## config.mk

```make
export PLATFORM = sky130hd
export DESIGN_NAME = esx_exec
export DESIGN_NICKNAME = d
export VERILOG_FILES = /design/src/hw/esx_pkg.sv /design/src/hw/esx_decode.sv /design/src/hw/esx_exec.sv
export SDC_FILE = /design/constraint.sdc
export NUM_CORES = 1
export LEC_CHECK = 0
export ABC_AREA = 0
export BUFFER_PORTS_ARGS = -buffer_cell sky130_fd_sc_hd__clkbuf_2
export CAP_MARGIN = 25
export CORE_MARGIN = 10
export CORE_UTILIZATION = 51
export CTS_CLUSTER_SIZE = 20
export DETAILED_ROUTE_END_ITERATION = 12
export GPL_TIMING_DRIVEN = 1
export PLACE_DENSITY_LB_ADDON = 0.15
export SLEW_MARGIN = 20
export SYNTH_ARGS = -nofsm -noshare
export SYNTH_HDL_FRONTEND = slang
export SYNTH_SLANG_ARGS = --single-unit
```

## constraint.sdc

```tcl
create_clock -name clk_sys_i -period 2.1 [get_ports clk_sys_i]
set_input_delay 0.42 -clock clk_sys_i [delete_from_list [all_inputs] [get_ports clk_sys_i]]
set_output_delay 0.42 -clock clk_sys_i [all_outputs]
set_load 0.01 [all_outputs]
```

## src/hw/esx_pkg.sv

```systemverilog
// constants and types shared by the extended instruction executor
package esx_pkg;
	localparam int ADDR_W = 12;
	localparam int PC_W = 21;
	localparam logic [7:0] OPC_ADD_PTR = 8'hE8;
	localparam logic [8:0] OPC_MOVE_IDX = 9'h1D6;
	localparam logic [3:0] OPC_SECOND_WORD = 4'hF;
	localparam logic [15:0] OPC_CALL_ACC = 16'h0014;
	// instruction word field positions and widths
	localparam int OPC_POS = 8;
	localparam int SEL_POS = 6;
	localparam int LIT_W = 6;
	localparam int OFS_W = 7;
	localparam int PREFIX_POS = 12;
	localparam int UPPER_W = 5;
	localparam logic [1:0] SEL_PTR0 = 2'h0;
	localparam logic [1:0] SEL_PTR1 = 2'h1;
	localparam logic [1:0] SEL_STACK_RET = 2'h3;
	localparam logic [1:0] SEL_STACK_PTR = 2'h2;
	localparam logic [PC_W-1:0] PC_STEP = 21'h000002;
	localparam logic [7:0] INDIRECT_READ_VALUE = 8'h00;
	// protected destinations: pc low byte and return stack top bytes
	localparam logic [ADDR_W-1:0] ADR_PC_LOW = 12'hFF9;
	localparam logic [ADDR_W-1:0] ADR_TOP_LOW = 12'hFFD;
	localparam logic [ADDR_W-1:0] ADR_TOP_HIGH = 12'hFFE;
	localparam logic [ADDR_W-1:0] ADR_TOP_UPPER = 12'hFFF;
	typedef enum logic [1:0] {ESX_IDLE, ESX_NOP, ESX_MOVE_DST} esx_state_t;
endpackage
```

## src/hw/esx_decode.sv

```systemverilog
// opcode classifier for the extended instructions
`timescale 1ns/1ps
module esx_decode
	import esx_pkg::*;
(
	input wire logic [15:0] instr_i,
	output logic is_add_o,
	output logic is_add_ret_o,
	output logic is_call_o,
	output logic is_move_o
);
	always_comb begin
		is_add_o = (instr_i[15:OPC_POS] == OPC_ADD_PTR) &&
			(instr_i[SEL_POS+:2] != SEL_STACK_RET);
		is_add_ret_o = (instr_i[15:OPC_POS] == OPC_ADD_PTR) &&
			(instr_i[SEL_POS+:2] == SEL_STACK_RET);
		is_call_o = (instr_i == OPC_CALL_ACC);
		is_move_o = (instr_i[15:OFS_W] == OPC_MOVE_IDX);
	end
endmodule

```

## src/hw/esx_exec.sv

```systemverilog
// extended instruction executor: decode, sequencing and output registers
`timescale 1ns/1ps
module esx_exec
	import esx_pkg::*;
#(
	parameter int PTR_W = ADDR_W
)(
	input wire logic clk_sys_i,
	input wire logic rst_n_i,
	input wire logic instr_valid_i,
	input wire logic [15:0] instr_i,
	input wire logic [PC_W-1:0] pc_i,
	input wire logic [7:0] acc_i,
	input wire logic [7:0] pc_latch_high_i,
	input wire logic [7:0] pc_latch_upper_i,
	input wire logic [PC_W-1:0] return_stack_top_i,
	input wire logic [PTR_W-1:0] ptr0_i,
	input wire logic [PTR_W-1:0] ptr1_i,
	input wire logic [PTR_W-1:0] software_stack_pointer_i,
	input wire logic [7:0] mem_rdata_i,
	input wire logic src_is_indirect_i,
	output logic busy_o,
	output logic ptr_we_o,
	output logic [1:0] ptr_sel_o,
	output logic [PTR_W-1:0] ptr_wdata_o,
	output logic stack_push_o,
	output logic [PC_W-1:0] stack_push_data_o,
	output logic stack_pop_o,
	output logic pc_load_o,
	output logic [PC_W-1:0] pc_wdata_o,
	output logic flush_o,
	output logic mem_re_o,
	output logic [ADDR_W-1:0] mem_raddr_o,
	output logic mem_we_o,
	output logic [ADDR_W-1:0] mem_waddr_o,
	output logic [7:0] mem_wdata_o,
	output logic status_we_o
);
	typedef struct packed {
		esx_state_t st;
		logic ptr_we;
		logic [1:0] ptr_sel;
		logic [PTR_W-1:0] ptr_wdata;
		logic push;
		logic [PC_W-1:0] push_data;
		logic pop;
		logic pc_load;
		logic [PC_W-1:0] pc_wdata;
		logic flush;
		logic re;
		logic [ADDR_W-1:0] raddr;
		logic we;
		logic [ADDR_W-1:0] waddr;
		logic [7:0] wdata;
		logic src_ready;
		logic dst_pending;
		logic [ADDR_W-1:0] dst_addr;
	} esx_regs_t;

	esx_regs_t r;
	esx_regs_t next_r;
	logic is_add;
	logic is_add_ret;
	logic is_call;
	logic is_move;
	logic take_dst;
	logic [ADDR_W-1:0] dst;

	esx_decode u_decode (
		.instr_i(instr_i),
		.is_add_o(is_add),
		.is_add_ret_o(is_add_ret),
		.is_call_o(is_call),
		.is_move_o(is_move)
	);

	function automatic logic protected_dst(input logic [ADDR_W-1:0] a);
		protected_dst = (a == ADR_PC_LOW) || (a == ADR_TOP_LOW) ||
			(a == ADR_TOP_HIGH) || (a == ADR_TOP_UPPER);
	endfunction

	function automatic logic [1:0] sel_of(input logic [15:0] w);
		sel_of = w[SEL_POS+:2];
	endfunction

	function automatic logic [PTR_W-1:0] lit_of(input logic [15:0] w);
		lit_of = PTR_W'(w[LIT_W-1:0]);
	endfunction

	function automatic logic [PTR_W-1:0] ofs_of(input logic [15:0] w);
		ofs_of = PTR_W'(w[OFS_W-1:0]);
	endfunction

	function automatic logic [ADDR_W-1:0] dst_of(input logic [15:0] w);
		dst_of = w[ADDR_W-1:0];
	endfunction

	function automatic logic [PTR_W-1:0] ptr_of(input logic [1:0] s,
		input logic [PTR_W-1:0] p0, input logic [PTR_W-1:0] p1,
		input logic [PTR_W-1:0] p2);
		if (s == SEL_PTR0) begin
			ptr_of = p0;
		end else if (s == SEL_PTR1) begin
			ptr_of = p1;
		end else begin
			ptr_of = p2;
		end
	endfunction

	always_comb begin
		next_r = r;
		next_r.ptr_we = 1'b0;
		next_r.push = 1'b0;
		next_r.pop = 1'b0;
		next_r.pc_load = 1'b0;
		next_r.flush = 1'b0;
		next_r.re = 1'b0;
		next_r.we = 1'b0;
		// a destination word may come before the source data
		take_dst = instr_valid_i && !r.dst_pending &&
			(instr_i[15:PREFIX_POS] == OPC_SECOND_WORD);
		dst = r.dst_pending ? r.dst_addr : dst_of(instr_i);
		unique case (r.st)
			ESX_IDLE: begin
				if (instr_valid_i && is_add) begin
					next_r.ptr_we = 1'b1;
					next_r.ptr_sel = sel_of(instr_i);
					next_r.ptr_wdata = ptr_of(sel_of(instr_i), ptr0_i, ptr1_i,
						software_stack_pointer_i) + lit_of(instr_i);
				end else if (instr_valid_i && is_add_ret) begin
					next_r.ptr_we = 1'b1;
					next_r.ptr_sel = SEL_STACK_PTR;
					next_r.ptr_wdata = software_stack_pointer_i +
						lit_of(instr_i);
					next_r.pop = 1'b1;
					next_r.pc_load = 1'b1;
					next_r.pc_wdata = return_stack_top_i;
					next_r.flush = 1'b1;
					next_r.st = ESX_NOP;
				end else if (instr_valid_i && is_call) begin
					next_r.push = 1'b1;
					next_r.push_data = pc_i + PC_STEP;
					next_r.pc_load = 1'b1;
					next_r.pc_wdata = {pc_latch_upper_i[UPPER_W-1:0],
						pc_latch_high_i, acc_i};
					next_r.flush = 1'b1;
					next_r.st = ESX_NOP;
				end else if (instr_valid_i && is_move) begin
					next_r.re = 1'b1;
					next_r.raddr = ADDR_W'(software_stack_pointer_i +
						ofs_of(instr_i));
					next_r.src_ready = 1'b0;
					next_r.dst_pending = 1'b0;
					next_r.st = ESX_MOVE_DST;
				end
			end
			ESX_NOP: begin
				next_r.st = ESX_IDLE;
			end
			ESX_MOVE_DST: begin
				// source data stands from the cycle after the read
				if (r.re) begin
					next_r.src_ready = 1'b1;
				end
				if (take_dst) begin
					next_r.dst_pending = 1'b1;
					next_r.dst_addr = dst_of(instr_i);
				end
				if (r.src_ready && (r.dst_pending || take_dst)) begin
					next_r.waddr = dst;
					next_r.we = !protected_dst(dst);
					next_r.wdata = src_is_indirect_i ?
						INDIRECT_READ_VALUE : mem_rdata_i;
					next_r.src_ready = 1'b0;
					next_r.dst_pending = 1'b0;
					next_r.st = ESX_IDLE;
				end
			end
			default: next_r.st = ESX_IDLE;
		endcase
	end

	always_ff @(posedge clk_sys_i or negedge rst_n_i) begin
		if (!rst_n_i) begin
			r <= '0;
		end else begin
			r <= next_r;
		end
	end

	// outputs straight from the register copy, except busy_o which is decoded from the state and status_we_o which is tied low
	assign busy_o = (r.st != ESX_IDLE);
	assign ptr_we_o = r.ptr_we;
	assign ptr_sel_o = r.ptr_sel;
	assign ptr_wdata_o = r.ptr_wdata;
	assign stack_push_o = r.push;
	assign stack_push_data_o = r.push_data;
	assign stack_pop_o = r.pop;
	assign pc_load_o = r.pc_load;
	assign pc_wdata_o = r.pc_wdata;
	assign flush_o = r.flush;
	assign mem_re_o = r.re;
	assign mem_raddr_o = r.raddr;
	assign mem_we_o = r.we;
	assign mem_waddr_o = r.waddr;
	assign mem_wdata_o = r.wdata;
	assign status_we_o = 1'b0;
endmodule

```

# Yosys cells after proc, flatten, opt, wreduce, memory -nomap -nowiden
# Cells that the tools add are included.
# Widths: inputs -> output; s select.
# word_totals
reg_bits	111
in_bits	130
out_inout_bits	97
elab_cells	108
# classes
n_addsub	4
n_eq_ne	20
n_mux	33
bitwise_logic	3
reduce_logical	30
# op_table
cell	count
$mux 74	1
$mux 23	3
$mux 12	5
$mux 59	1
$mux 13	4
$eq 12x12->1 const B	4
$mux 22	2
$mux 15	2
$add 12x6->12	2
$add 21x2->21 const B	1
$mux 21	1
$mux 2	9
$eq 16x5->1 const B	1
$add 12x7->12	1
$ne 2x2->1 const B	6
$reduce_and 6->1	2
$eq 9x9->1 const B	1
$logic_and 1x1->1	9
$eq 8x8->1 const B	1
$mux 8	1
$pmux 2 s2	2
$reduce_bool 2->1	4
$ne 3x3->1 const B	2
$reduce_and 2->1	3
12 further kinds	22

# Longest topological paths before layout
# depth
ltp_word	8
mapped_depth	15
ltp_nobuf	11

# Cells and area by module
# Synthesis repeated with hierarchy kept, for this count alone.
# hier_totals
cells_unflattened	744
hier_area_um2	6715.2
# modules_own_cells
mod	instances	cells_each	area_each_um2	seq_area_each_um2
esx_exec	1	730	6622.6	2752.6
esx_decode	1	14	92.6	0.0

# Worst setup path after synthesis
# Ideal clock, no wire load.
# synth_path
path_type	input port to flip-flop
from	in instr_i[7]
to	reg r, in the netlist ptr_wdata_o[11]
setup_ps	126
arrival_time_ps	3014
required_time_ps	1974
slack_ps	-1040
path_stages	13
n_path_buf	4
path_cell_list	buf_2 buf_2 clkbuf_1 clkbuf_1 o21ai_0 ha_1 a21o_1 a21oi_1 a21boi_0 o21ai_1 nor4_4 xnor2_1 a311o_1
# synth_via
elab_chain_len	7
word_cells_on_any_way	16
classes_between	1 x add/sub; 3 x eq/ne; 5 x mux; 7 x reduce/logical
# synth_rtl
element	line	source
from (decl)	esx_exec.sv:11	input wire logic [15:0] instr_i,
$eq 2x1->1	esx_exec.sv:103	end else if (s == SEL_PTR1) begin
$mux 12	esx_exec.sv:103	
$mux 12	esx_exec.sv:101	if (s == SEL_PTR0) begin
$mux 12	esx_exec.sv:125	if (instr_valid_i && is_add) begin
$mux 12	esx_exec.sv:123	unique case (r.st)
$add 12x6->12	esx_exec.sv:129	software_stack_pointer_i) + lit_of(instr_i);
$mux 15	esx_exec.sv:125	
to (signal assigned)	esx_exec.sv:187	r <= next_r;
to (decl)	esx_exec.sv:60	esx_regs_t r;
# Parallel ways exist; a longest one is shown, timed or not. The select of a mux whose other input is x is not followed.
# A chain may end at the register's enable or synchronous reset.

# Final worst setup path
# layout_path
from	in instr_i[6]
to	reg r, in the netlist ptr_wdata_o[8]
# Same word-level chain as after synthesis.

==> out/results.txt <==
Status -> complete, no violations
Seq/Total Area, Yosys -> 42.07%
Synth cell types -> 54
Largest net degree at the start of global routing -> 45
Effective utilization at floorplan -> 52.07%
Metal-1 WL -> 8.155 mm
CTS tree -> built
Post-DP HPWL -> 14.74 mm
RSZ-0062 raised after global routing -> true
Synth top area share -> 42.07%
Die height -> 133.3 um
Mapped Nets -> 870
Fill count -> 1087
DP Worst Slack -> -475.6 ps
EDFF count, synth -> 0
Clock sink count -> 110
Met2 wire length -> 8.447 mm
Fraction of layout cells with a size suffix above 1 -> 37.26%
# placed instances -> 1053
Critical path type -> input pin to flip-flop
Routed wire length per instance -> 17.03 um
Wire length on met3 -> 1.305 mm
Final-stage net count -> 1040
Die width -> 133.3 um
Die footprint -> 17760 sq um
Minimum clock period -> 2062 ps
Maximum root-to-sink buffer count -> 2
Synth Flop Type -> dfrtp_1
Via Count -> 5554
Crit. End Element -> flip-flop
Worst-path clk slew -> 80 ps
Crit share post-route -> 98.21%
CORE AREA -> 12570 sq um
Reg2Reg Setup Slack -> 290 ps
Worst clock skew -> 12.55 ps
Final Max Tran Viols -> 0
Total Wirelength -> 18.23 mm
Final Instance Count excl. Fillers -> 1071
Post-synthesis register bit count -> 110
Main area contributors after synthesis -> dfrtp_1 42%, buf_4 10%, nand2_1 5.8%
DRC viols -> 0
Total CTS buffers -> 9
Final worst setup slack -> 37.58 ps
Skew-Pair Late Insertion Delay -> 350 ps
Critical Path RT -> 2330 ps
Area of the mapped netlist -> 6544 sq um
Max_cap viols -> 0
Post-Synthesis Cells -> 724
First-pass GRT wire length -> 29.85 mm
Routability cong. -> 0.8825
Uppermost layer routed -> met4
CTS Hold Buffers Added -> 0
Arrival @ worst endpoint -> 2300 ps
Post-synth top cells -> 110 x dfrtp_1, 101 x nand2_1, 90 x buf_4, 68 x o21ai_0, 53 x nor2_1
Leakage Power -> 4.101 nW
Mean Syn Cell Area -> 9.038 sq um
PwrDens -> 596.0 nW/um^2
Initial antenna violation count -> 0
Most frequent cell after synthesis -> dfrtp_1
Rows -> 41
GR Overflow Total -> 0
Async S/R FF share, synth -> 100.0%
H-tree Lvls -> 3
Initial DRC Count -> 337
IO Count -> 227
Final Hold Vio Count -> 0
Ys Warns -> 0
Router iterations before antenna repair -> 6
Crit path launch type -> input pin
Max Clk Rate -> 0.4849 GHz
Endpoints failing setup -> 0
IO Port Bufs -> 222
Vias in the first global route -> 5752
Worst min-delay path category -> input pin to asynchronous set/reset pin
Root buf cell -> clkbuf_16
Antenna cells -> 0
Post-route ant nets -> 0
GRT Total Usage -> 20.22%
Via-per-instance ratio -> 5.186
Leading area contributor after synthesis -> dfrtp_1
Core Util, Final -> 63.34%
Area Overhead vs Synth -> 21.66%
Peak VDD IR -> 0.0003311 V
Critical-path maximum fanout -> 7
[critical path: stages]
cell	delay, ps
buf_12	100
mux2i_1	180
o21ai_1	90
ha_2	190
fa_2	350
a211oi_2	240
o21ai_2	90
o211ai_1	150
nand2b_4	190
xnor2_1	50
a22oi_1	180
o21ai_1	70
[placed cells by master, fill, tap and decap left out, types with 19 or more instances in the layout]
cell type,count
buf_4,56
nand2_1,101
nor2_1,53
dfrtp_1,110
a21oi_1,34
mux2i_1,25
xor2_1,22
xnor2_1,19
o22ai_1,21
o21ai_0,57
clkbuf_2,219
[cell families after synthesis]
| kind of cell | share of synthesized area, % |
|---|---|
| xor+xnor | 5.488 |
| fa+ha+maj | 3.289 |
| other cells | 0.05731 |
| simple gates | 15.51 |
| flops | 42.07 |
| compound gates | 14.19 |
| buf+inv | 13.02 |
| mux | 6.386 |
[worst paths after layout]
| kind | start | cells past startpoint | endpoint |
|---|---|---|---|
| min | rst_n_i | 1 | r[8] |
| min in group clk_sys_i | pc_i[0] | 3 | stack_push_data_o[0] |
| max in group asynchronous | rst_n_i | 2 | stack_push_data_o[4] |
| min reg2reg | mem_wdata_o[2] | 2 | mem_wdata_o[2] |
| max reg2reg | r[110] | 7 | pc_wdata_o[20] |
| max | instr_i[6] | 12 | ptr_wdata_o[8] |
[timing repair]
| action | 4_1_cts | 5_1_grt |
|---|---|---|
| pin swaps | 3 | 13 |
| endpoints found under the setup margin | 6 | 12 |
| setup buffers | 0 | 2 |
| resized for setup | 4 | 19 |
[power by group]
part	internal, mW	switching, mW
logic	0.393	0.433
registers	2.17	0.0413
clock network	0.928	0.781
[per-stage QoR]
step | power [mW] | instance area (sq um) | hold WS, ps | TNS (ps)
2_1_floorplan | 2.678 | 6610 | 124.4 | -3102
3_3_place_gp | 3.024 | 7585 | 403.0 | -4452
3_5_place_dp | 3.048 | 7585 | 410.4 | -6178
4_1_cts | 4.760 | 7898 | 28.28 | 0
5_1_grt | 4.977 | 7961 | 44.07 | -186.5
6_report | 4.745 | 7961 | 20.10 | 0
[sequential cells by signal, summed over array words and instances (netlist names), 2 cells and up]
| name | count |
|---|---|
| mem_wdata_o | 8 |
| ptr_sel_o | 2 |
| mem_raddr_o | 12 |
| mem_waddr_o | 12 |
| r | 16 |
| stack_push_data_o | 21 |
| ptr_wdata_o | 12 |
| pc_wdata_o | 21 |
[layer usage]
| metal | global-route usage (%) | vias up |
|---|---|---|
| met5 | 0 | - |
| met4 | 5.804 | 0 |
| met3 | 5.226 | 22 |
| met2 | 32.19 | 212 |
| met1 | 26.54 | 2586 |
| li1 | - | 2734 |
[cell type report]
type | count | area (sq um) | area share (%)
multi-input combinational | 481 | 3010 | 37.81
sequential | 110 | 2753 | 34.57
timing repair buffer | 282 | 1648 | 20.70
clock buffer | 9 | 225.2 | 2.829
tap | 172 | 215.2 | 2.703
clock inverter | 7 | 72.57 | 0.9115
inverter | 10 | 37.54 | 0.4715
Note: power is estimated with default switching activity, not from simulation.
